===== src/rs_line_defs.svh =====
/*
  Constants for the fourth serial port line-interface control: expander
  addresses and line numbers, reset levels and timing figures.
  Assumes inclusion by bare name from every file that needs them.
*/
`ifndef RS_LINE_DEFS_SVH
`define RS_LINE_DEFS_SVH

// Widths of the expander write port
`define LC_ADDR_W        7
`define LC_LINE_W        5

// Seven-bit expander addresses; general call is never mapped
`define LC_EXP1_ADDR     7'h21
`define LC_EXP2_ADDR     7'h22
`define LC_GENCALL_ADDR  7'h00

// Expander line numbers of the control bits
`define LC_HD_LINE       5'h0f
`define LC_TERM_LINE     5'h10
`define LC_SLEW_LINE     5'h06

// Every control bit comes out of reset high
`define LC_CTRL_RESET    1'b1
// Idle (mark) level of serial data and inactive request-to-send
`define LC_IDLE_LEVEL    1'b1
`define LC_SYNC_RESET    3'h7

// Clock, line and control link rates
`define LC_CLK_HZ        50000000
`define LC_MAX_KBAUD_X10 9216
`define LC_SLOW_KBPS     250
`define LC_I2C_FAST_KBPS 400
`define LC_I2C_STD_KBPS  100
`define LC_I2C_BYTE_BITS 9

`endif


===== src/rs_line_pkg.sv =====
/*
  Types shared by the line-interface control and its monitor.
  Assumes nothing beyond a SystemVerilog compiler.
*/
package rs_line_pkg;

  // Electrical standard selected by the half-duplex bit
  typedef enum logic {
    mode_rs422,
    mode_rs485
  } line_mode_e;

  // Line driver control states
  typedef enum logic [1:0] {
    st_hold,
    st_listen,
    st_drive
  } drive_state_e;

endpackage


===== src/rs422_rs485_line_control.sv =====
/*
  Line-interface control of the fourth serial port: standard selection,
  termination, slew control, driver switching, echo and rate checks.
  Assumes the expander write port is driven from logic on ref_clk_i and
  that UART and transceiver pins are asynchronous to it.
*/
// Function
// - Half-duplex bit at first expander line 15: 0 RS422, 1 RS485.
// - Half-duplex bit is 1 after reset, so RS485 is the start mode.
// - Termination bit, line 16, low connects 120 ohm, high disconnects.
// - Termination bit is 1 after reset, termination disconnected.
// - Second expander line 6 low reduces slew, near 250kbps; high normal.
// - RS485: request-to-send high turns driver off, low turns it on.
// - RS485: every transmitted character echoes to own receiver.
// - Serial rates up to 921.6 Kbaud are supported.
// - RS422 uses separate transmit and receive pairs, full duplex.
// - RS485 shares one pair among up to 32 nodes.
// - Control link runs at 400 or 100 kbit/s.
// - No general call, 10-bit addressing, high-speed or CBUS.
`timescale 1ns/10ps
`include "rs_line_defs.svh"
module rs422_rs485_line_control #(
  parameter int unsigned CLK_HZ        = `LC_CLK_HZ,
  parameter int unsigned MON_W         = 8,
  parameter int unsigned GAP_W         = 13,
  parameter int unsigned I2C_STD_FRAME =
    (`LC_CLK_HZ / 1000) * `LC_I2C_BYTE_BITS / `LC_I2C_STD_KBPS
) (
  input  wire logic                   ref_clk_i,
  input  wire logic                   rst_n_i,
  // Expander line writes
  input  wire logic                   ctrl_wr_i,
  input  wire logic [`LC_ADDR_W-1:0]  ctrl_addr_i,
  input  wire logic [`LC_LINE_W-1:0]  ctrl_line_i,
  input  wire logic                   ctrl_value_i,
  input  wire logic                   i2c_std_mode_i,
  output logic                        ctrl_ack_o,
  output logic                        ctrl_refused_o,
  output logic                        ctrl_too_fast_o,
  // UART channel side
  input  wire logic                   uart_txd_i,
  input  wire logic                   uart_rts_n_i,
  output logic                        uart_rxd_o,
  // Transceiver side
  input  wire logic                   line_rxd_i,
  output logic                        line_txd_o,
  output logic                        rts_line_n_o,
  output logic                        termination_connect_n_o,
  output logic                        driver_slow_edge_n_o,
  // Status
  output rs_line_pkg::line_mode_e     line_mode_o,
  output logic                        half_duplex_select_o,
  output logic                        tx_requested_o,
  input  wire logic                   rate_clr_i,
  output logic                        rate_over_o,
  output logic                        slew_over_o
);
  import rs_line_pkg::*;

  // Whole clock cycles per unit at a rate in units per second; the
  // division truncates, so a limit errs short rather than long
  function automatic int unsigned cycles_per(
    input int unsigned clk_hz,
    input int unsigned per_sec
  );
    return clk_hz / per_sec;
  endfunction

  // Cycle counts derived from the line and link rates
  localparam int unsigned MAX_BIT_CYC =
    cycles_per(CLK_HZ, `LC_MAX_KBAUD_X10 * 100);
  localparam int unsigned SLOW_BIT_CYC =
    cycles_per(CLK_HZ, `LC_SLOW_KBPS * 1000);
  localparam int unsigned I2C_FAST_FRAME =
    `LC_I2C_BYTE_BITS * cycles_per(CLK_HZ, `LC_I2C_FAST_KBPS * 1000);

  // Control bits as held in the expanders
  logic half_duplex_select;
  logic termination_connect_n;
  logic slew_limit_select_n;

  // Two-stage synchronisers: bit 0 txd, bit 1 rts_n, bit 2 rxd
  logic [2:0] sync_a;
  logic [2:0] sync_b;

  logic             tx_requested;
  logic [GAP_W-1:0] gap_cnt;
  drive_state_e     state;
  drive_state_e     next_state;
  logic             short_max;
  logic             short_slow;

  // Synchronised pin levels, read only from the second stage
  wire tx_s     = sync_b[0];
  wire rts_req  = ~sync_b[1];
  wire rx_s     = sync_b[2];

  // Two flip-flops on every asynchronous input
  always_ff @(posedge ref_clk_i) begin
    if (!rst_n_i) begin
      sync_a <= `LC_SYNC_RESET;
      sync_b <= `LC_SYNC_RESET;
    end else begin
      sync_a <= {line_rxd_i, uart_rts_n_i, uart_txd_i};
      sync_b <= sync_a;
    end
  end

  // Spacing limit of control writes follows the selected link speed
  wire [GAP_W-1:0] frame_cyc = i2c_std_mode_i ?
    GAP_W'(I2C_STD_FRAME) : GAP_W'(I2C_FAST_FRAME);
  wire gap_ok   = gap_cnt >= frame_cyc;

  wire gen_call = ctrl_addr_i == `LC_GENCALL_ADDR;
  wire hit_exp1 = ~gen_call & (ctrl_addr_i == `LC_EXP1_ADDR);
  wire hit_exp2 = ~gen_call & (ctrl_addr_i == `LC_EXP2_ADDR);
  wire wr_ok    = ctrl_wr_i & gap_ok;

  // One control line is written when the strobe passed the spacing
  // check, the expander address matched and the line number agrees
  function automatic logic line_write(
    input logic                  strobe,
    input logic                  exp_hit,
    input logic [`LC_LINE_W-1:0] line,
    input logic [`LC_LINE_W-1:0] want
  );
    return strobe & exp_hit & (line == want);
  endfunction

  wire wr_hd    = line_write(wr_ok, hit_exp1, ctrl_line_i, `LC_HD_LINE);
  wire wr_term  = line_write(wr_ok, hit_exp1, ctrl_line_i, `LC_TERM_LINE);
  wire wr_slew  = line_write(wr_ok, hit_exp2, ctrl_line_i, `LC_SLEW_LINE);
  wire wr_hit   = wr_hd | wr_term | wr_slew;

  // Control bits; all come out of reset high
  always_ff @(posedge ref_clk_i) begin
    if (!rst_n_i) begin
      half_duplex_select    <= `LC_CTRL_RESET;
      termination_connect_n <= `LC_CTRL_RESET;
      slew_limit_select_n   <= `LC_CTRL_RESET;
    end else begin
      if (wr_hd) begin
        half_duplex_select <= ctrl_value_i;
      end
      if (wr_term) begin
        termination_connect_n <= ctrl_value_i;
      end
      if (wr_slew) begin
        slew_limit_select_n <= ctrl_value_i;
      end
    end
  end

  // Write spacing counter saturates so a quiet link always passes
  always_ff @(posedge ref_clk_i) begin
    if (!rst_n_i) begin
      gap_cnt <= '1;
    end else if (ctrl_wr_i) begin
      gap_cnt <= '0;
    end else if (!(&gap_cnt)) begin
      gap_cnt <= gap_cnt + 1'b1;
    end
  end

  // Write answers, one cycle after the strobe
  always_ff @(posedge ref_clk_i) begin
    if (!rst_n_i) begin
      ctrl_ack_o      <= 1'b0;
      ctrl_refused_o  <= 1'b0;
      ctrl_too_fast_o <= 1'b0;
    end else begin
      ctrl_ack_o      <= wr_hit;
      ctrl_refused_o  <= ctrl_wr_i & ~wr_hit;
      ctrl_too_fast_o <= ctrl_wr_i & ~gap_ok;
    end
  end

  wire mode485 = half_duplex_select;

  // Driver state: held off until the first request ever seen
  always_comb begin
    next_state = state;
    case (state)
      st_hold: begin
        if (rts_req) begin
          next_state = st_drive;
        end
      end
      st_listen: begin
        // Once out of hold, RS422 always drives its own pair
        if (rts_req || !mode485) begin
          next_state = st_drive;
        end
      end
      st_drive: begin
        if (!rts_req && mode485) begin
          next_state = st_listen;
        end
      end
      default: begin
        next_state = st_hold;
      end
    endcase
  end

  wire drive_next = next_state == st_drive;
  wire driver_on  = state == st_drive;

  // State and driver pin; the pin follows the next state so it
  // lines up with the registered transmit data below
  always_ff @(posedge ref_clk_i) begin
    if (!rst_n_i) begin
      state        <= st_hold;
      rts_line_n_o <= `LC_IDLE_LEVEL;
    end else begin
      state        <= next_state;
      rts_line_n_o <= ~drive_next;
    end
  end

  // First request flag, sticky until reset
  always_ff @(posedge ref_clk_i) begin
    if (!rst_n_i) begin
      tx_requested <= 1'b0;
    end else if (rts_req) begin
      tx_requested <= 1'b1;
    end
  end

  // Receive path: RS485 echoes own data while driving, since the
  // transceiver receiver cannot be trusted to see a quiet pair
  wire echo_sel = mode485 & drive_next;
  wire rx_pick  = echo_sel ? tx_s : rx_s;

  // Data paths are registered; transmit idles at mark when undriven
  always_ff @(posedge ref_clk_i) begin
    if (!rst_n_i) begin
      line_txd_o <= `LC_IDLE_LEVEL;
      uart_rxd_o <= `LC_IDLE_LEVEL;
    end else begin
      line_txd_o <= drive_next ? tx_s : `LC_IDLE_LEVEL;
      uart_rxd_o <= rx_pick;
    end
  end

  bit_width_monitor #(
    .CW      (MON_W)
  ) u_max_rate (
    .ref_clk_i (ref_clk_i),
    .rst_n_i   (rst_n_i),
    .line_i    (tx_s),
    .check_i   (driver_on),
    .limit_i   (MON_W'(MAX_BIT_CYC)),
    .short_o   (short_max)
  );

  bit_width_monitor #(
    .CW      (MON_W)
  ) u_slow_rate (
    .ref_clk_i (ref_clk_i),
    .rst_n_i   (rst_n_i),
    .line_i    (tx_s),
    .check_i   (driver_on & ~slew_limit_select_n),
    .limit_i   (MON_W'(SLOW_BIT_CYC)),
    .short_o   (short_slow)
  );

  // Rate flags are sticky; a new violation beats a clear
  always_ff @(posedge ref_clk_i) begin
    if (!rst_n_i) begin
      rate_over_o <= 1'b0;
      slew_over_o <= 1'b0;
    end else begin
      rate_over_o <= short_max | (rate_over_o & ~rate_clr_i);
      slew_over_o <= short_slow | (slew_over_o & ~rate_clr_i);
    end
  end

  // Pin and status copies of the held control bits
  // active-low termination pin
  assign termination_connect_n_o = termination_connect_n;
  assign driver_slow_edge_n_o    = slew_limit_select_n;
  assign line_mode_o             = mode485 ? mode_rs485 : mode_rs422;
  assign half_duplex_select_o    = half_duplex_select;
  assign tx_requested_o          = tx_requested;

endmodule


===== src/bit_width_monitor.sv =====
/*
  Measures the width of each level run on a serial line and pulses when
  a run between two edges is shorter than a limit.
  Assumes the line is already synchronised to ref_clk_i.
*/
`timescale 1ns/10ps
`include "rs_line_defs.svh"
module bit_width_monitor #(
  parameter int unsigned CW = 8
) (
  input  wire logic          ref_clk_i,
  input  wire logic          rst_n_i,
  input  wire logic          line_i,
  input  wire logic          check_i,
  input  wire logic [CW-1:0] limit_i,
  output logic               short_o
);
  import rs_line_pkg::*;

  logic          prev;
  logic          armed;
  logic [CW-1:0] run;

  wire edge_seen = line_i ^ prev;
  wire run_full  = &run;

  // Run counter restarts at one on each edge and saturates on idle line
  always_ff @(posedge ref_clk_i) begin
    if (!rst_n_i) begin
      prev    <= `LC_IDLE_LEVEL;
      armed   <= 1'b0;
      run     <= '0;
      short_o <= 1'b0;
    end else begin
      prev    <= line_i;
      short_o <= edge_seen & armed & check_i & (run < limit_i);
      if (edge_seen) begin
        run   <= CW'(1);
        armed <= 1'b1; // First edge only opens a measurement
      end else if (!run_full) begin
        run <= run + 1'b1;
      end
    end
  end

endmodule


===== config.mk =====
export PLATFORM = sky130hd
export DESIGN_NAME = rs422_rs485_line_control
export DESIGN_NICKNAME = d
export VERILOG_FILES = /design/src/rs_line_pkg.sv /design/src/rs422_rs485_line_control.sv /design/src/bit_width_monitor.sv
export VERILOG_INCLUDE_DIRS = /design/src
export SDC_FILE = /design/constraint.sdc
export NUM_CORES = 1
export LEC_CHECK = 0
export ABC_AREA = 1
export BUFFER_PORTS_ARGS = -buffer_cell sky130_fd_sc_hd__buf_2
export CAP_MARGIN = 20
export CORE_MARGIN = 3
export CORE_UTILIZATION = 57
export CTS_CLUSTER_DIAMETER = 120
export DETAILED_ROUTE_END_ITERATION = 7
export PLACE_DENSITY = 0.91
export SKIP_LAST_GASP = 1
export SLEW_MARGIN = 20
export SYNTH_ARGS = -nofsm -noshare
export SYNTH_HDL_FRONTEND = slang
export SYNTH_SLANG_ARGS = --single-unit

===== constraint.sdc =====
create_clock -name ref_clk_i -period 1.9 [get_ports ref_clk_i]
set_clock_uncertainty 0.2 [all_clocks]
set_input_delay 0.095 -clock ref_clk_i [delete_from_list [all_inputs] [get_ports ref_clk_i]]
set_output_delay 0.095 -clock ref_clk_i [all_outputs]
set_load 0.02 [all_outputs]

==> summary.md <==
| Metric | Value |
|---|---|
| Synthesized net count | 370 |
| Unique masters post-synth | 34 |
| Die Width | about 73 um |
| Area Overhead vs Synth | 24.4% |
| Vias in the first global route | approximately 2400 |
| Crit Path Class | flip-flop to flip-flop |
| Crit. End Element | flip-flop |
| Antenna viol nets, final | 0 |
| Initial antenna violation count | 0 |
| GPL Wtd Cong | ~0.92 |
| Hold worst-path end | termination_connect_n_o |
| Setup-failing EPs final | 0 |
| Most frequent cells in the layout | 49 x inv_1, 49 x nand2_1, 44 x dfxtp_1 |
| WHS Path Cells | 4 |
| Total core area | a little over 4000 um^2 |
| DP HPWL | between 4000 and 5000 um |
| # rows | 23 |
| Flops & latches, synth | 53 |
| Largest net degree at the start of global routing | 21 |
| RSZ-0062 raised after global routing | yes |
| YS warnings | 0 |
| Post-layout power | approximately 2.4 mW |
| Peak VDD IR | between 0.4 and 0.5 mV |
| GRT Util Overall | around 25% |
| Final Hold Vio Count | 1 |
| Layout cell share with drive strength beyond 1 | between 20% and 30% |
| Grt ovf | 0 |
| Synthesized area | approximately 2500 um^2 |
| Syn avg cell area | between 7 and 8 um^2 |
| Crit share post-route | around 96% |
| Residual DRC | 0 |
| Sink Count | 53 |
| Vias | approximately 2600 |
| Reg-to-Reg Start | gap_cnt[5] |
| Starting Density | 61.0% |
| Nets | 426 |
| Skew-Pair Late Insertion Delay | 0.30 ns |
| Sequential-to-total area share from yosys stat | 42.0% |
| Final Slew Violations | 0 |
| Required time of the critical path | roughly 1.9 ns |
| Total Wirelength | 6470 um |
| DRT Pass-1 Iters | 6 |
| Worst-path clk slew | about 0.1 ns |
| Worst reg2reg path depth | 10 |
| Dpl cells | roughly 430 |
| Pleak | 1.46 nW |
| Post-route cell area | around 3100 um^2 |
| Worst hold path type | input port to flip-flop |
| Hold Startpoint | ctrl_line_i[1] |
| Io pins | 34 |
| CTS buffer count | 5 |
| CTS Buffer Depth | 2 |
| Port Buffers | 33 |
| Worst Hold Slack | -0.0391 ns |
| Minimum clock period | about 1.8 ns |
| Slew @ Worst Pin | 0.463 ns |
| Die Y | between 70 and 80 um |
| MaxCap Viol Count | 0 |
| Via density | between 5 and 6 |
| Diodes inserted | 0 |
| TritonCTS clock tree | built |
| Startpoint type of the worst setup path | flip-flop |
| DR iter-0 viols | just over 200 |
| Max Clock Freq | approximately 0.55 GHz |
| First-pass GRT wire length | roughly 11000 um |
| Root buf cell | clkbuf_8 |
| Failing checks | hold timing |
| Avg WL per Cell | between 10 and 15 um |
| Die area | 5270 um^2 |
| Mapped Cells | around 340 |
| Placed cell area | approximately 2800 um^2 |
| CP Max Fanout | 5 |
| PwrDens | 748 nW/um^2 |
| Worst slew margin | roughly 69% |
| R2r setup slk | about 0.073 ns |
| RR Endpoint | termination_connect_n_o |
| Fin cells | 445 |
| Run status | finished with violations |
| H-tree depth | 2 |
| Critical Path AT | around 1.8 ns |
[power breakdown]
part           switching (mW)  internal, mW  leakage, nW  total [mW]
Sequential             0.0473          1.16        0.436        1.21
Combinational           0.218         0.162        0.967       0.380
Clock                   0.369         0.396       0.0554       0.765
Total                   0.635          1.72         1.46        2.35
[state kept, by name, indices dropped and copies added (netlist names)]
name,cells
line_txd_o,1
termination_connect_n_o,1
u_slow_rate.short_o,1
u_slow_rate.run,8
ctrl_ack_o,1
u_max_rate.prev,1
ctrl_too_fast_o,1
u_max_rate.run,8
tx_requested_o,1
rate_over_o,1
u_max_rate.short_o,1
state,2
driver_slow_edge_n_o,1
sync_b,3
slew_over_o,1
gap_cnt,13
sync_a,3
ctrl_refused_o,1
rts_line_n_o,1
uart_rxd_o,1
u_max_rate.armed,1
half_duplex_select_o,1
[worst max path at each step]
stage                        start                 endpoint  slack [ns]  cells past startpoint
finish                  gap_cnt[5]  termination_connect_n_o        0.07                     10
global route            gap_cnt[5]  termination_connect_n_o       -0.08                     10
CTS                     gap_cnt[4]               ctrl_ack_o       0.004                     11
detailed placement  i2c_std_mode_i           ctrl_refused_o      -0.002                     12
global placement    i2c_std_mode_i           ctrl_refused_o        0.06                     12
floorplan               gap_cnt[5]     half_duplex_select_o        0.24                     10
[final cells by class]
type | count | area, um^2
Sequential cell | 53 | 1080
Timing Repair Buffer | 55 | 358
Inverter | 53 | 201
Clock buffer | 6 | 72.6
Multi-Input combinational cell | 226 | 1340
Fill cell | 282 | 997
Clock inverter | 2 | 38.8
Tap cell | 50 | 62.6
[cell usage after synthesis, drive strengths merged]
cell	count	area, um^2
nor3	11	65.1
and2	1	6.26
nor4	5	46.3
inv	53	199
o211ai	4	30.0
nor2	38	143
xor2	3	26.3
clkbuf	5	18.8
or2	7	43.8
dfxtp	53	1060
o21bai	1	7.51
nand3	28	145
xnor2	1	8.76
a311oi	2	17.5
a31oi	4	25.0
a21boi	1	7.51
o311ai	2	17.5
o21ai	18	90.1
a31o	2	17.5
nand2	54	215
nor3b	1	7.51
nand3b	2	15.0
buf	1	7.51
a21oi	19	95.1
ha	11	138
nand4	11	75.1
[timing repair]
action / in CTS / in global routing
endpoints found under the setup margin: 3 / 18
hold endpoints to repair: 14 / 0
hold buffers: 12 / 0
pin swaps: 0 / 16
setup buffers: 0 / 1
gates resized for setup: 1 / 29
[cell families (layout without fill, tap and decap cells)]
group                      count (synthesis)  in the layout  synth area share, %
DFF                                       53             53                 42.0
adders and majority gates                 11             11                 5.44
and+or+nand+nor                          158            158                 30.1
AOI/OAI and AO/OA                         53             53                 12.2
xor gates and xnor gates                   4              4                 1.39
buffers and inverters                     59            116                 8.91
[worst max-delay path: stages, from the launching register on]
cell,delay [ns]
dfxtp_1,0.33
ha_1,0.30
nand2_1,0.07
nor2_1,0.14
nand2_1,0.07
nor2_1,0.10
nor2_1,0.06
nand3_2,0.11
nand4_1,0.16
nand2_1,0.11
nand3_1,0.06
[through the flow]
| stage | setup WS, ns | TNS [ns] | util, % |
|---|---|---|---|
| 2_1_floorplan | 0.237 | 0 | - |
| 3_3_place_gp | 0.0647 | 0 | 67.7 |
| 6_report | 0.0725 | 0 | 75.9 |
| 4_1_cts | 0.00433 | 0 | 73.4 |
| 5_1_grt | -0.0826 | -0.260 | 75.9 |
| 3_5_place_dp | -0.00225 | -0.00225 | 67.7 |
[metal layers]
layer | vias up | track usage [%] | routed length (um)
met5 | - | 0 | 0
met4 | 0 | 7.38 | 80
met3 | 11 | 4.96 | 544
met2 | 131 | 43.0 | 3140
met1 | 1180 | 31.1 | 2700
li1 | 1239 | - | -
Power figures use the tool's default switching activity.
